--- config.mk ---
export PLATFORM = sky130hd
export DESIGN_NAME = msar_regs
export DESIGN_NICKNAME = d
export VERILOG_FILES = /design/src/rtl/msar_pkg.sv /design/src/rtl/msar_regs.sv /design/src/rtl/msar_sync.sv /design/src/rtl/msar_cmp.sv
export SDC_FILE = /design/constraint.sdc
export NUM_CORES = 1
export LEC_CHECK = 0
export ABC_CLOCK_PERIOD_IN_PS = 2300
export BUFFER_PORTS_ARGS = -buffer_cell sky130_fd_sc_hd__buf_2
export CORE_MARGIN = 4
export CORE_UTILIZATION = 40
export DETAILED_ROUTE_END_ITERATION = 8
export GPL_TIMING_DRIVEN = 0
export PLACE_DENSITY_LB_ADDON = 0.08
export REMOVE_ABC_BUFFERS = 1
export SLEW_MARGIN = 30
export SYNTH_ARGS = -nofsm -noshare
export SYNTH_HDL_FRONTEND = slang
export SYNTH_SLANG_ARGS = --single-unit
--- constraint.sdc ---
create_clock -name clk -period 2.3 [get_ports clk]
set_input_delay 0.115 -clock clk [delete_from_list [all_inputs] [get_ports clk]]
set_output_delay 0.115 -clock clk [all_outputs]
set_load 0.01 [all_outputs]
--- src/rtl/msar_pkg.sv ---
// Purpose: Shared constants for the monitor status and alarm register group
// Assumes: Byte-wide registers reached over the two-wire serial bus
// Notes: Every offset lives here, with the named field positions and the mapped registers' reset values
package msar_pkg;

  // ----------------------------------------------------------------
  // Serial bus
  // ----------------------------------------------------------------
  localparam logic [6:0] DEV_ADDR = 7'h51;
  localparam logic [3:0] BYTE_BITS = 4'h8;

  typedef enum logic [2:0] {
    ST_IDLE,
    ST_DEV,
    ST_PTR,
    ST_WR,
    ST_RD
  } msar_state_e;

  // ----------------------------------------------------------------
  // Register offsets and reset values
  // ----------------------------------------------------------------
  localparam logic [7:0] PIN_STATUS_OFS = 8'h6E;
  localparam logic [7:0] CONV_UPDATE_OFS = 8'h6F;
  localparam logic [7:0] MEAS_ALARMS_OFS = 8'h70;
  localparam logic [7:0] CONV_UPDATE_RST = 8'h00;
  localparam logic [7:0] MEAS_ALARMS_RST = 8'h10;
  localparam logic SOFT_TXD_RST = 1'b0;
  localparam logic [7:0] UNMAPPED_READ = 8'h00;

  // ----------------------------------------------------------------
  // Field positions
  // ----------------------------------------------------------------
  localparam int PS_TXD_PIN = 7;
  localparam int PS_SOFT_TXD = 6;
  localparam int PS_FAULT_IN = 5;
  localparam int PS_RATE_SEL = 4;
  localparam int PS_FAULT_OUT = 2;
  localparam int PS_SIG_LOSS = 1;
  localparam int PS_NOT_READY = 0;
  localparam int UPD_RDY_MSB = 7;
  localparam int UPD_RDY_LSB = 3;
  localparam int UPD_RX_RANGE = 2;
  localparam int UPD_POW_MSB = 1;
  localparam int UPD_POW_LSB = 0;
  localparam int ALM_VCC_LO = 4;
  localparam int LDD_IMP_MSB = 2;
  localparam int LDD_IMP_LSB = 1;

  // ----------------------------------------------------------------
  // Measurement channels
  // ----------------------------------------------------------------
  localparam logic [2:0] CH_TEMP = 3'h0;
  localparam logic [2:0] CH_VCC = 3'h1;
  localparam logic [2:0] CH_BIAS = 3'h2;
  localparam logic [2:0] CH_TXPWR = 3'h3;
  localparam logic [2:0] CH_RXPWR = 3'h4;

  // Greater-than with optional two's complement view
  function automatic logic cmp_gt(input logic [15:0] a, input logic [15:0] b,
                                  input logic signed_cmp);
    if (signed_cmp) begin
      cmp_gt = $signed(a) > $signed(b);
    end else begin
      cmp_gt = a > b;
    end
  endfunction

endpackage

--- src/rtl/msar_regs.sv ---
// Purpose: Pin status, conversion update and alarm registers with serial slave
// Assumes: Measurement, threshold and config inputs come from logic on clk
// Notes: Only offsets 6Eh to 70h are mapped; other offsets read zero
`timescale 1ns/10ps
module msar_regs (
  input wire logic clk,
  input wire logic srst,
  input wire logic scl_pin,
  input wire logic sda_pin_in,
  output logic sda_pin_out,
  output logic sda_pin_oe,
  input wire logic tx_disable_pin,
  input wire logic fault_input_pin,
  input wire logic rate_select_pin,
  input wire logic power_on_analog_trip,
  input wire logic fault_input_invert,
  input wire logic fault_output_state,
  input wire logic signal_loss_state,
  input wire logic legacy_compat_mode,
  input wire logic meas_done,
  input wire logic [2:0] meas_channel,
  input wire logic [15:0] meas_value,
  input wire logic [15:0] meas_thr_hi,
  input wire logic [15:0] meas_thr_lo,
  input wire logic rx_power_range,
  output logic tx_disabled,
  output logic not_ready_flag,
  output logic [1:0] monitor_impedance_bits,
  output logic monitor_impedance_write
);

  // ----------------------------------------------------------------
  // Pin synchronisation
  // ----------------------------------------------------------------
  logic [5:0] pins_s;
  logic scl_s, sda_s, txd_s, fault_s, rate_s, trip_s;

  msar_sync #(
    .W(6),
    .RST(6'h03)
  ) u_sync (
    .clk(clk),
    .srst(srst),
    .d({power_on_analog_trip, rate_select_pin, fault_input_pin,
        tx_disable_pin, sda_pin_in, scl_pin}),
    .q(pins_s)
  );

  assign scl_s = pins_s[0];
  assign sda_s = pins_s[1];
  assign txd_s = pins_s[2];
  assign fault_s = pins_s[3];
  assign rate_s = pins_s[4];
  assign trip_s = pins_s[5];

  // ----------------------------------------------------------------
  // Serial bus edge and condition detection
  // ----------------------------------------------------------------
  logic scl_q, sda_q;
  logic scl_rise, scl_fall, bus_start, bus_stop;

  always_ff @(posedge clk) begin
    if (srst) begin
      scl_q <= 1'b1;
      sda_q <= 1'b1;
    end else begin
      scl_q <= scl_s;
      sda_q <= sda_s;
    end
  end

  assign scl_rise = scl_s & ~scl_q;
  assign scl_fall = ~scl_s & scl_q;
  assign bus_start = scl_s & scl_q & sda_q & ~sda_s;
  assign bus_stop = scl_s & scl_q & ~sda_q & sda_s;

  // ----------------------------------------------------------------
  // Serial slave state machine
  // ----------------------------------------------------------------
  msar_pkg::msar_state_e state_r;
  logic [3:0] bit_cnt_r;
  logic [7:0] shift_r;
  logic [7:0] tx_r;
  logic [7:0] ptr_r;
  logic ack_phase_r;
  logic rd_mode_r;
  logic oe_r;
  logic wr_pulse_r;
  logic [7:0] wr_addr_r;
  logic [7:0] wr_data_r;
  logic [7:0] rd_data;

  always_ff @(posedge clk) begin
    if (srst) begin
      state_r <= msar_pkg::ST_IDLE;
      bit_cnt_r <= 4'h0;
      shift_r <= 8'h00;
      tx_r <= 8'h00;
      ptr_r <= 8'h00;
      ack_phase_r <= 1'b0;
      rd_mode_r <= 1'b0;
      oe_r <= 1'b0;
      wr_pulse_r <= 1'b0;
      wr_addr_r <= 8'h00;
      wr_data_r <= 8'h00;
    end else begin
      wr_pulse_r <= 1'b0;
      if (bus_start) begin
        state_r <= msar_pkg::ST_DEV;
        bit_cnt_r <= 4'h0;
        ack_phase_r <= 1'b0;
        oe_r <= 1'b0;
      end else if (bus_stop) begin
        state_r <= msar_pkg::ST_IDLE;
        oe_r <= 1'b0;
      end else if (scl_rise) begin
        case (state_r)
          msar_pkg::ST_DEV, msar_pkg::ST_PTR, msar_pkg::ST_WR: begin
            if (!ack_phase_r && bit_cnt_r < msar_pkg::BYTE_BITS) begin
              shift_r <= {shift_r[6:0], sda_s};
              bit_cnt_r <= bit_cnt_r + 4'h1;
            end
          end
          msar_pkg::ST_RD: begin
            if (ack_phase_r) begin
              // Master answer: low asks for the next byte, high ends the read
              if (sda_s) begin
                state_r <= msar_pkg::ST_IDLE;
              end else begin
                tx_r <= rd_data;
                bit_cnt_r <= 4'h0;
                ack_phase_r <= 1'b0;
              end
            end
          end
          default: begin
          end
        endcase
      end else if (scl_fall) begin
        case (state_r)
          msar_pkg::ST_DEV: begin
            if (ack_phase_r) begin
              ack_phase_r <= 1'b0;
              bit_cnt_r <= 4'h0;
              if (rd_mode_r) begin
                state_r <= msar_pkg::ST_RD;
                oe_r <= ~rd_data[7];
                tx_r <= {rd_data[6:0], 1'b0};
                bit_cnt_r <= 4'h1;
              end else begin
                state_r <= msar_pkg::ST_PTR;
                oe_r <= 1'b0;
              end
            end else if (bit_cnt_r == msar_pkg::BYTE_BITS) begin
              if (shift_r[7:1] == msar_pkg::DEV_ADDR) begin
                ack_phase_r <= 1'b1;
                rd_mode_r <= shift_r[0];
                oe_r <= 1'b1;
              end else begin
                state_r <= msar_pkg::ST_IDLE;
              end
            end
          end
          msar_pkg::ST_PTR, msar_pkg::ST_WR: begin
            if (ack_phase_r) begin
              ack_phase_r <= 1'b0;
              bit_cnt_r <= 4'h0;
              oe_r <= 1'b0;
              state_r <= msar_pkg::ST_WR;
              if (state_r == msar_pkg::ST_WR) begin
                ptr_r <= ptr_r + 8'h01;
              end
            end else if (bit_cnt_r == msar_pkg::BYTE_BITS) begin
              ack_phase_r <= 1'b1;
              oe_r <= 1'b1;
              if (state_r == msar_pkg::ST_PTR) begin
                ptr_r <= shift_r;
              end else begin
                wr_pulse_r <= 1'b1;
                wr_addr_r <= ptr_r;
                wr_data_r <= shift_r;
              end
            end
          end
          msar_pkg::ST_RD: begin
            if (!ack_phase_r) begin
              if (bit_cnt_r < msar_pkg::BYTE_BITS) begin
                oe_r <= ~tx_r[7];
                tx_r <= {tx_r[6:0], 1'b0};
                bit_cnt_r <= bit_cnt_r + 4'h1;
              end else begin
                // Release for the master's answer and step to the next byte
                oe_r <= 1'b0;
                ack_phase_r <= 1'b1;
                ptr_r <= ptr_r + 8'h01;
              end
            end
          end
          default: begin
            oe_r <= 1'b0;
          end
        endcase
      end
    end
  end

  // Open drain: only ever pulls low
  assign sda_pin_out = 1'b0;
  assign sda_pin_oe = oe_r;

  // ----------------------------------------------------------------
  // Write decode
  // ----------------------------------------------------------------
  logic wr_status, wr_update;

  assign wr_status = wr_pulse_r && (wr_addr_r == msar_pkg::PIN_STATUS_OFS);
  assign wr_update = wr_pulse_r && (wr_addr_r == msar_pkg::CONV_UPDATE_OFS);

  // ----------------------------------------------------------------
  // Pin status register
  // ----------------------------------------------------------------
  logic soft_tx_disable_r;
  logic [7:0] pin_status;

  // Only bit 6 takes the write; the rest of the byte is dropped
  always_ff @(posedge clk) begin
    if (srst) begin
      soft_tx_disable_r <= msar_pkg::SOFT_TXD_RST;
    end else if (wr_status) begin
      soft_tx_disable_r <= wr_data_r[msar_pkg::PS_SOFT_TXD];
    end
  end

  always_ff @(posedge clk) begin
    if (srst) begin
      tx_disabled <= 1'b0;
      not_ready_flag <= 1'b1;
    end else begin
      tx_disabled <= txd_s | soft_tx_disable_r;
      not_ready_flag <= ~trip_s;
    end
  end

  always_comb begin
    pin_status = 8'h00;
    pin_status[msar_pkg::PS_TXD_PIN] = txd_s;
    pin_status[msar_pkg::PS_SOFT_TXD] = soft_tx_disable_r;
    pin_status[msar_pkg::PS_FAULT_IN] = fault_s ^ fault_input_invert;
    pin_status[msar_pkg::PS_RATE_SEL] = rate_s;
    pin_status[msar_pkg::PS_FAULT_OUT] = fault_output_state;
    pin_status[msar_pkg::PS_SIG_LOSS] = signal_loss_state;
    pin_status[msar_pkg::PS_NOT_READY] = ~trip_s;
  end

  // ----------------------------------------------------------------
  // Conversion update register
  // ----------------------------------------------------------------
  logic [4:0] rdy_r;
  logic [4:0] rdy_set;
  logic rx_range_r;
  logic [1:0] power_level_r;
  logic legacy_q;
  logic [7:0] conv_update;

  always_comb begin
    rdy_set = 5'h00;
    if (meas_done && meas_channel <= msar_pkg::CH_RXPWR) begin
      rdy_set[3'h4 - meas_channel] = 1'b1;
    end
  end

  // Host may only clear a flag; a completion in the same cycle wins
  always_ff @(posedge clk) begin
    if (srst) begin
      rdy_r <= msar_pkg::CONV_UPDATE_RST[msar_pkg::UPD_RDY_MSB:msar_pkg::UPD_RDY_LSB];
    end else if (wr_update) begin
      rdy_r <= (rdy_r & wr_data_r[msar_pkg::UPD_RDY_MSB:msar_pkg::UPD_RDY_LSB])
               | rdy_set;
    end else begin
      rdy_r <= rdy_r | rdy_set;
    end
  end

  always_ff @(posedge clk) begin
    if (srst) begin
      rx_range_r <= msar_pkg::CONV_UPDATE_RST[msar_pkg::UPD_RX_RANGE];
    end else if (meas_done && meas_channel == msar_pkg::CH_RXPWR) begin
      rx_range_r <= rx_power_range;
    end else if (wr_update) begin
      rx_range_r <= wr_data_r[msar_pkg::UPD_RX_RANGE];
    end
  end

  always_ff @(posedge clk) begin
    if (srst) begin
      power_level_r <= msar_pkg::CONV_UPDATE_RST[msar_pkg::UPD_POW_MSB:msar_pkg::UPD_POW_LSB];
    end else if (wr_update) begin
      power_level_r <= wr_data_r[msar_pkg::UPD_POW_MSB:msar_pkg::UPD_POW_LSB];
    end
  end

  // Push to the driver on a write outside legacy mode, or when legacy mode is left
  always_ff @(posedge clk) begin
    if (srst) begin
      legacy_q <= 1'b1;
      monitor_impedance_bits <= 2'h0;
      monitor_impedance_write <= 1'b0;
    end else begin
      legacy_q <= legacy_compat_mode;
      monitor_impedance_write <= 1'b0;
      if (!legacy_compat_mode && (wr_update || legacy_q)) begin
        monitor_impedance_bits <= wr_update ?
          wr_data_r[msar_pkg::UPD_POW_MSB:msar_pkg::UPD_POW_LSB] : power_level_r;
        monitor_impedance_write <= 1'b1;
      end
    end
  end

  assign conv_update = {rdy_r, rx_range_r, power_level_r};

  // ----------------------------------------------------------------
  // Alarm register
  // ----------------------------------------------------------------
  logic [7:0] alarms_r;
  logic [7:0] alarms_nxt;
  logic cmp_above, cmp_below;

  msar_cmp u_cmp (
    .channel(meas_channel),
    .value(meas_value),
    .thr_hi(meas_thr_hi),
    .thr_lo(meas_thr_lo),
    .above(cmp_above),
    .below(cmp_below)
  );

  always_comb begin
    alarms_nxt = alarms_r;
    if (meas_done && meas_channel < msar_pkg::CH_RXPWR) begin
      alarms_nxt[3'h7 - {meas_channel[1:0], 1'b0}] = cmp_above;
      alarms_nxt[3'h6 - {meas_channel[1:0], 1'b0}] = cmp_below;
    end
    // Low supply overrides any VCC low-alarm measurement result
    if (!trip_s) begin
      alarms_nxt[msar_pkg::ALM_VCC_LO] = 1'b1;
    end
  end

  // No write path: the host cannot touch alarms
  always_ff @(posedge clk) begin
    if (srst) begin
      alarms_r <= msar_pkg::MEAS_ALARMS_RST;
    end else begin
      alarms_r <= alarms_nxt;
    end
  end

  // ----------------------------------------------------------------
  // Read mux
  // ----------------------------------------------------------------
  always_comb begin
    case (ptr_r)
      msar_pkg::PIN_STATUS_OFS: rd_data = pin_status;
      msar_pkg::CONV_UPDATE_OFS: rd_data = conv_update;
      msar_pkg::MEAS_ALARMS_OFS: rd_data = alarms_r;
      default: rd_data = msar_pkg::UNMAPPED_READ;
    endcase
  end

endmodule // msar_regs

--- src/rtl/msar_sync.sv ---
// Purpose: Two flip-flop synchroniser for pin inputs
// Assumes: Inputs are asynchronous to clk
// Notes: Reset values chosen per bit so idle bus lines read high
`timescale 1ns/10ps
module msar_sync #(
  parameter int W = 1,
  parameter logic [W-1:0] RST = '0
) (
  input wire logic clk,
  input wire logic srst,
  input wire logic [W-1:0] d,
  output logic [W-1:0] q
);

  logic [W-1:0] meta_r;

  // ----------------------------------------------------------------
  // First stage feeds only the second
  // ----------------------------------------------------------------
  always_ff @(posedge clk) begin
    if (srst) begin
      meta_r <= RST;
      q <= RST;
    end else begin
      meta_r <= d;
      q <= meta_r;
    end
  end

endmodule // msar_sync

--- src/rtl/msar_cmp.sv ---
// Purpose: Compare one finished measurement with its thresholds
// Assumes: Thresholds arrive alongside the measurement
// Notes: Temperature is signed, every other channel unsigned
`timescale 1ns/10ps
module msar_cmp (
  input wire logic [2:0] channel,
  input wire logic [15:0] value,
  input wire logic [15:0] thr_hi,
  input wire logic [15:0] thr_lo,
  output logic above,
  output logic below
);

  logic is_signed;

  // ----------------------------------------------------------------
  // Comparison
  // ----------------------------------------------------------------
  assign is_signed = (channel == msar_pkg::CH_TEMP);
  assign above = msar_pkg::cmp_gt(value, thr_hi, is_signed);
  assign below = msar_pkg::cmp_gt(thr_lo, value, is_signed);

endmodule // msar_cmp

==> flow_summary.json <==
{
  "status": "complete, no violations",
  "synth_edf_count": 0,
  "critPathLaunchType": "register",
  "yosys.area.top_type": "dfxtp_1",
  "postRouteAntennaNets": 0,
  "p_int_mw": 2.55,
  "grt.total_usage_pct": 18.1,
  "ys_seq_area_share_pct": 33.8,
  "endpoint": "state_r[1]",
  "fin_ws_ns": 0.136,
  "crit_buf_inv": 1,
  "min_period_ns": 2.16,
  "layout-drive-gt1-share_pct": 18.3,
  "hold_viol": 0,
  "rr_startpoint": "scl_q",
  "fin_crit_sh_pct": 94.1,
  "overflow": 0,
  "netlist-cell-type-count": 70,
  "final_cell_mix": "dfxtp_1 (85), buf_2 (69), nor2_1 (61)",
  "nets": 790,
  "clockBufferDepth": 2,
  "n_antenna_cell": 0,
  "reg2reg_depth": 7,
  "grt_max_degree": 86,
  "tightest_slew_ns": 0.947,
  "netlist_instances": 616,
  "die_height_um": 122,
  "ys_ff_latch": 88,
  "synth_area_leaders": "dfxtp_1 (34%), ha_1 (11%), mux2i_1 (6.0%), nor2_1 (4.5%), a21oi_1 (3.7%)",
  "num_rows": 41,
  "multi_input_area_sq_mm": 0.00316,
  "first_global_vias": 4350,
  "cts_tree": "yes",
  "hold_ws_ns": 0.0950,
  "final_core_util_pct": 48.3,
  "first_pass_iters": 6,
  "core_area_sq_mm": 0.0127,
  "setup.worst_path.start": "scl_q",
  "clk-insertion-delay-late_ns": 0.35,
  "cp_num_cells": 7,
  "cts_root_buf": "clkbuf_16",
  "total_power_mw": 3.41,
  "switching_share_pct": 25.1,
  "placed_cell_area_sq_mm": 0.00563,
  "path_cells": "inv_1 > ha_4 > or3b_1 > a21o_1 > a211o_1 > or3_1 > a21oi_1",
  "layout_commonest_cell": "dfxtp_1",
  "clock_sinks": 88,
  "crit_fanout": 38,
  "maxCapViolCount": 0,
  "syn_avg_cell_area_sq_um": 8.45,
  "area.growth.synth_to_final_pct": 17.5,
  "rsz0062_at_grt": "false",
  "crit_required_ns": 2.58,
  "die_w_um": 122,
  "power_frac_comb_pct": 9.9,
  "crit_type": "reg2reg",
  "tns_ns": 0,
  "portBuffers": 70,
  "post-place-ws_ns": -0.402,
  "seq_area_sq_mm": 0.00177,
  "r2r-end": "state_r[1]",
  "final_area_sq_mm": 0.00612,
  "netlist_area_sq_mm": 0.00521,
  "setup_viol": 0,
  "crit_slowest_cell": "or3b_1",
  "p_clk_share_pct": 44.3,
  "ios": 72,
  "place_congestion": 0.872,
  "reg2reg_slack_ns": 0.14,
  "async_flop_share_pct": 0,
  "skew_ns": 0.00560,
  "fmax_mhz": 462,
  "antenna_found_initial": 0,
  "hpwl_mm": 9.35,
  "power.density_mw_per_mm2": 557,
  "drt_iter0_markers": 258,
  "grt_pass1_wl_mm": 21.4,
  "ir_drop_mv": 0.441,
  "synthFlopType": "dfxtp_1",
  "slew_violations": 0,
  "p_leak_nw": 2.54,
  "min_path_type": "in2reg",
  "relSlewSlack_pct": 36.6,
  "via_count": 4613,
  "initial_utilization_pct": 41.1,
  "synth_warnings": 0,
  "wirelength_mm": 13.0,
  "n_fill_cell": 1293,
  "seqPwrFrac_pct": 45.8,
  "vias_per_cell": 5.39,
  "path_clk_slew_ns": 0.07,
  "cp_top_family": "simple AND/OR/NAND/NOR gates",
  "dieArea_sq_mm": 0.0149,
  "routedWlPerCell_um": 15.1,
  "htreeDepth": 3,
  "drc": 0,
  "fin_cells": 856,
  "p_sw_uw": 854,
  "synth_top_area_share_pct": 33.8,
  "cts_buffers": 9,
  "worstPathArrival_ns": 2.44,
  "endpoint_kind": "register",
  "critPathMaxStageDelay_ns": 0.38,
  "dpl.cell_count": 825
}
flip-flops by register name, summed over array words and instances, names as in the netlist, 2 cells and up:
signal / flops
u_sync.q: 6
rdy_r: 5
tx_r: 8
monitor_impedance_bits: 2
wr_addr_r: 8
state_r: 3
wr_data_r: 8
power_level_r: 2
shift_r: 8
alarms_r: 8
ptr_r: 8
u_sync.meta_r: 6
bit_cnt_r: 4
how the worst min path moves through the flow:
stage / endpoint / depth (start not counted) / startpoint
floorplan: rdy_r[0] / 1 / srst
global placement: u_sync.meta_r[1] / 2 / sda_pin_in
detailed placement: u_sync.meta_r[1] / 2 / sda_pin_in
CTS: rx_range_r / 3 / rx_power_range
global route: rx_range_r / 3 / rx_power_range
finish: rx_range_r / 3 / rx_power_range
layout make-up:
class,count,share of cell area (%)
inverter,47,2.88
sequential,88,28.9
clock inverter,7,1.27
multi-input combinational,448,51.6
clock buffer,9,3.68
timing repair buffer,85,8.16
tap,172,3.52
per-layer routing:
metal  global-route usage (%)  vias to the layer above  routed length (um)
met4                     5.18                        0                 160
met2                     30.1                      109                6060
met3                     3.48                       14                 714
met1                     24.0                     2155                6030
met5                        0                        -                   0
li1                         -                     2335                   -
Yosys cell counts, types with 3 or more instances:
cell type,instances
dfxtp_1,88
nor2_1,62
nand2_1,48
ha_1,46
inv_1,46
a21oi_1,39
mux2i_1,31
o21ai_0,27
nor2b_1,19
clkbuf_1,17
nand3_1,15
nor3_1,10
o31ai_1,9
or2_2,9
a211oi_1,7
a222oi_1,7
a22oi_1,7
buf_2,7
nand2b_1,7
and3b_1,6
buf_4,6
or3_1,6
a221o_1,5
a41o_1,5
nand4_1,5
a311oi_1,4
and4b_1,4
nor4_1,4
o211ai_1,4
or3b_1,4
xnor2_1,4
a21o_1,3
and2_1,3
and3_1,3
nor3_4,3
logic make-up after synthesis:
logic type	share of synthesized area, %
flops	33.8
simple gates	23.1
compound gates	18.0
xor+xnor	1.01
fa+ha+maj	11.1
buf+inv	6.73
mux	6.18
other cells	0.0720
power groups by stage:
stage | combinational [mW] | clock, mW | sequential, mW
finish | 0.339 | 1.51 | 1.56
global route | 0.392 | 1.60 | 1.56
global placement | 0.319 | 0 | 1.59
CTS | 0.342 | 1.55 | 1.56
floorplan | 0.190 | 0 | 1.59
detailed placement | 0.330 | 0 | 1.59
worst register-to-register path, delay by kind of cell (launching register included):
| kind | cells | cell delay (ns) |
|---|---|---|
| compound gates | 3 | 0.61 |
| fa+ha+maj | 1 | 0.28 |
| buf+inv | 1 | 0.08 |
| flops | 1 | 0.36 |
| simple gates | 2 | 0.77 |
repair_timing:
action	in CTS	in global routing
hold buffers	7	0
setup endpoints to repair	26	29
setup buffers	3	4
hold endpoints to repair	7	0
pin swaps	1	2
gates resized for setup	4	6
gates cloned	1	0
Power figures use the tool's default switching activity.
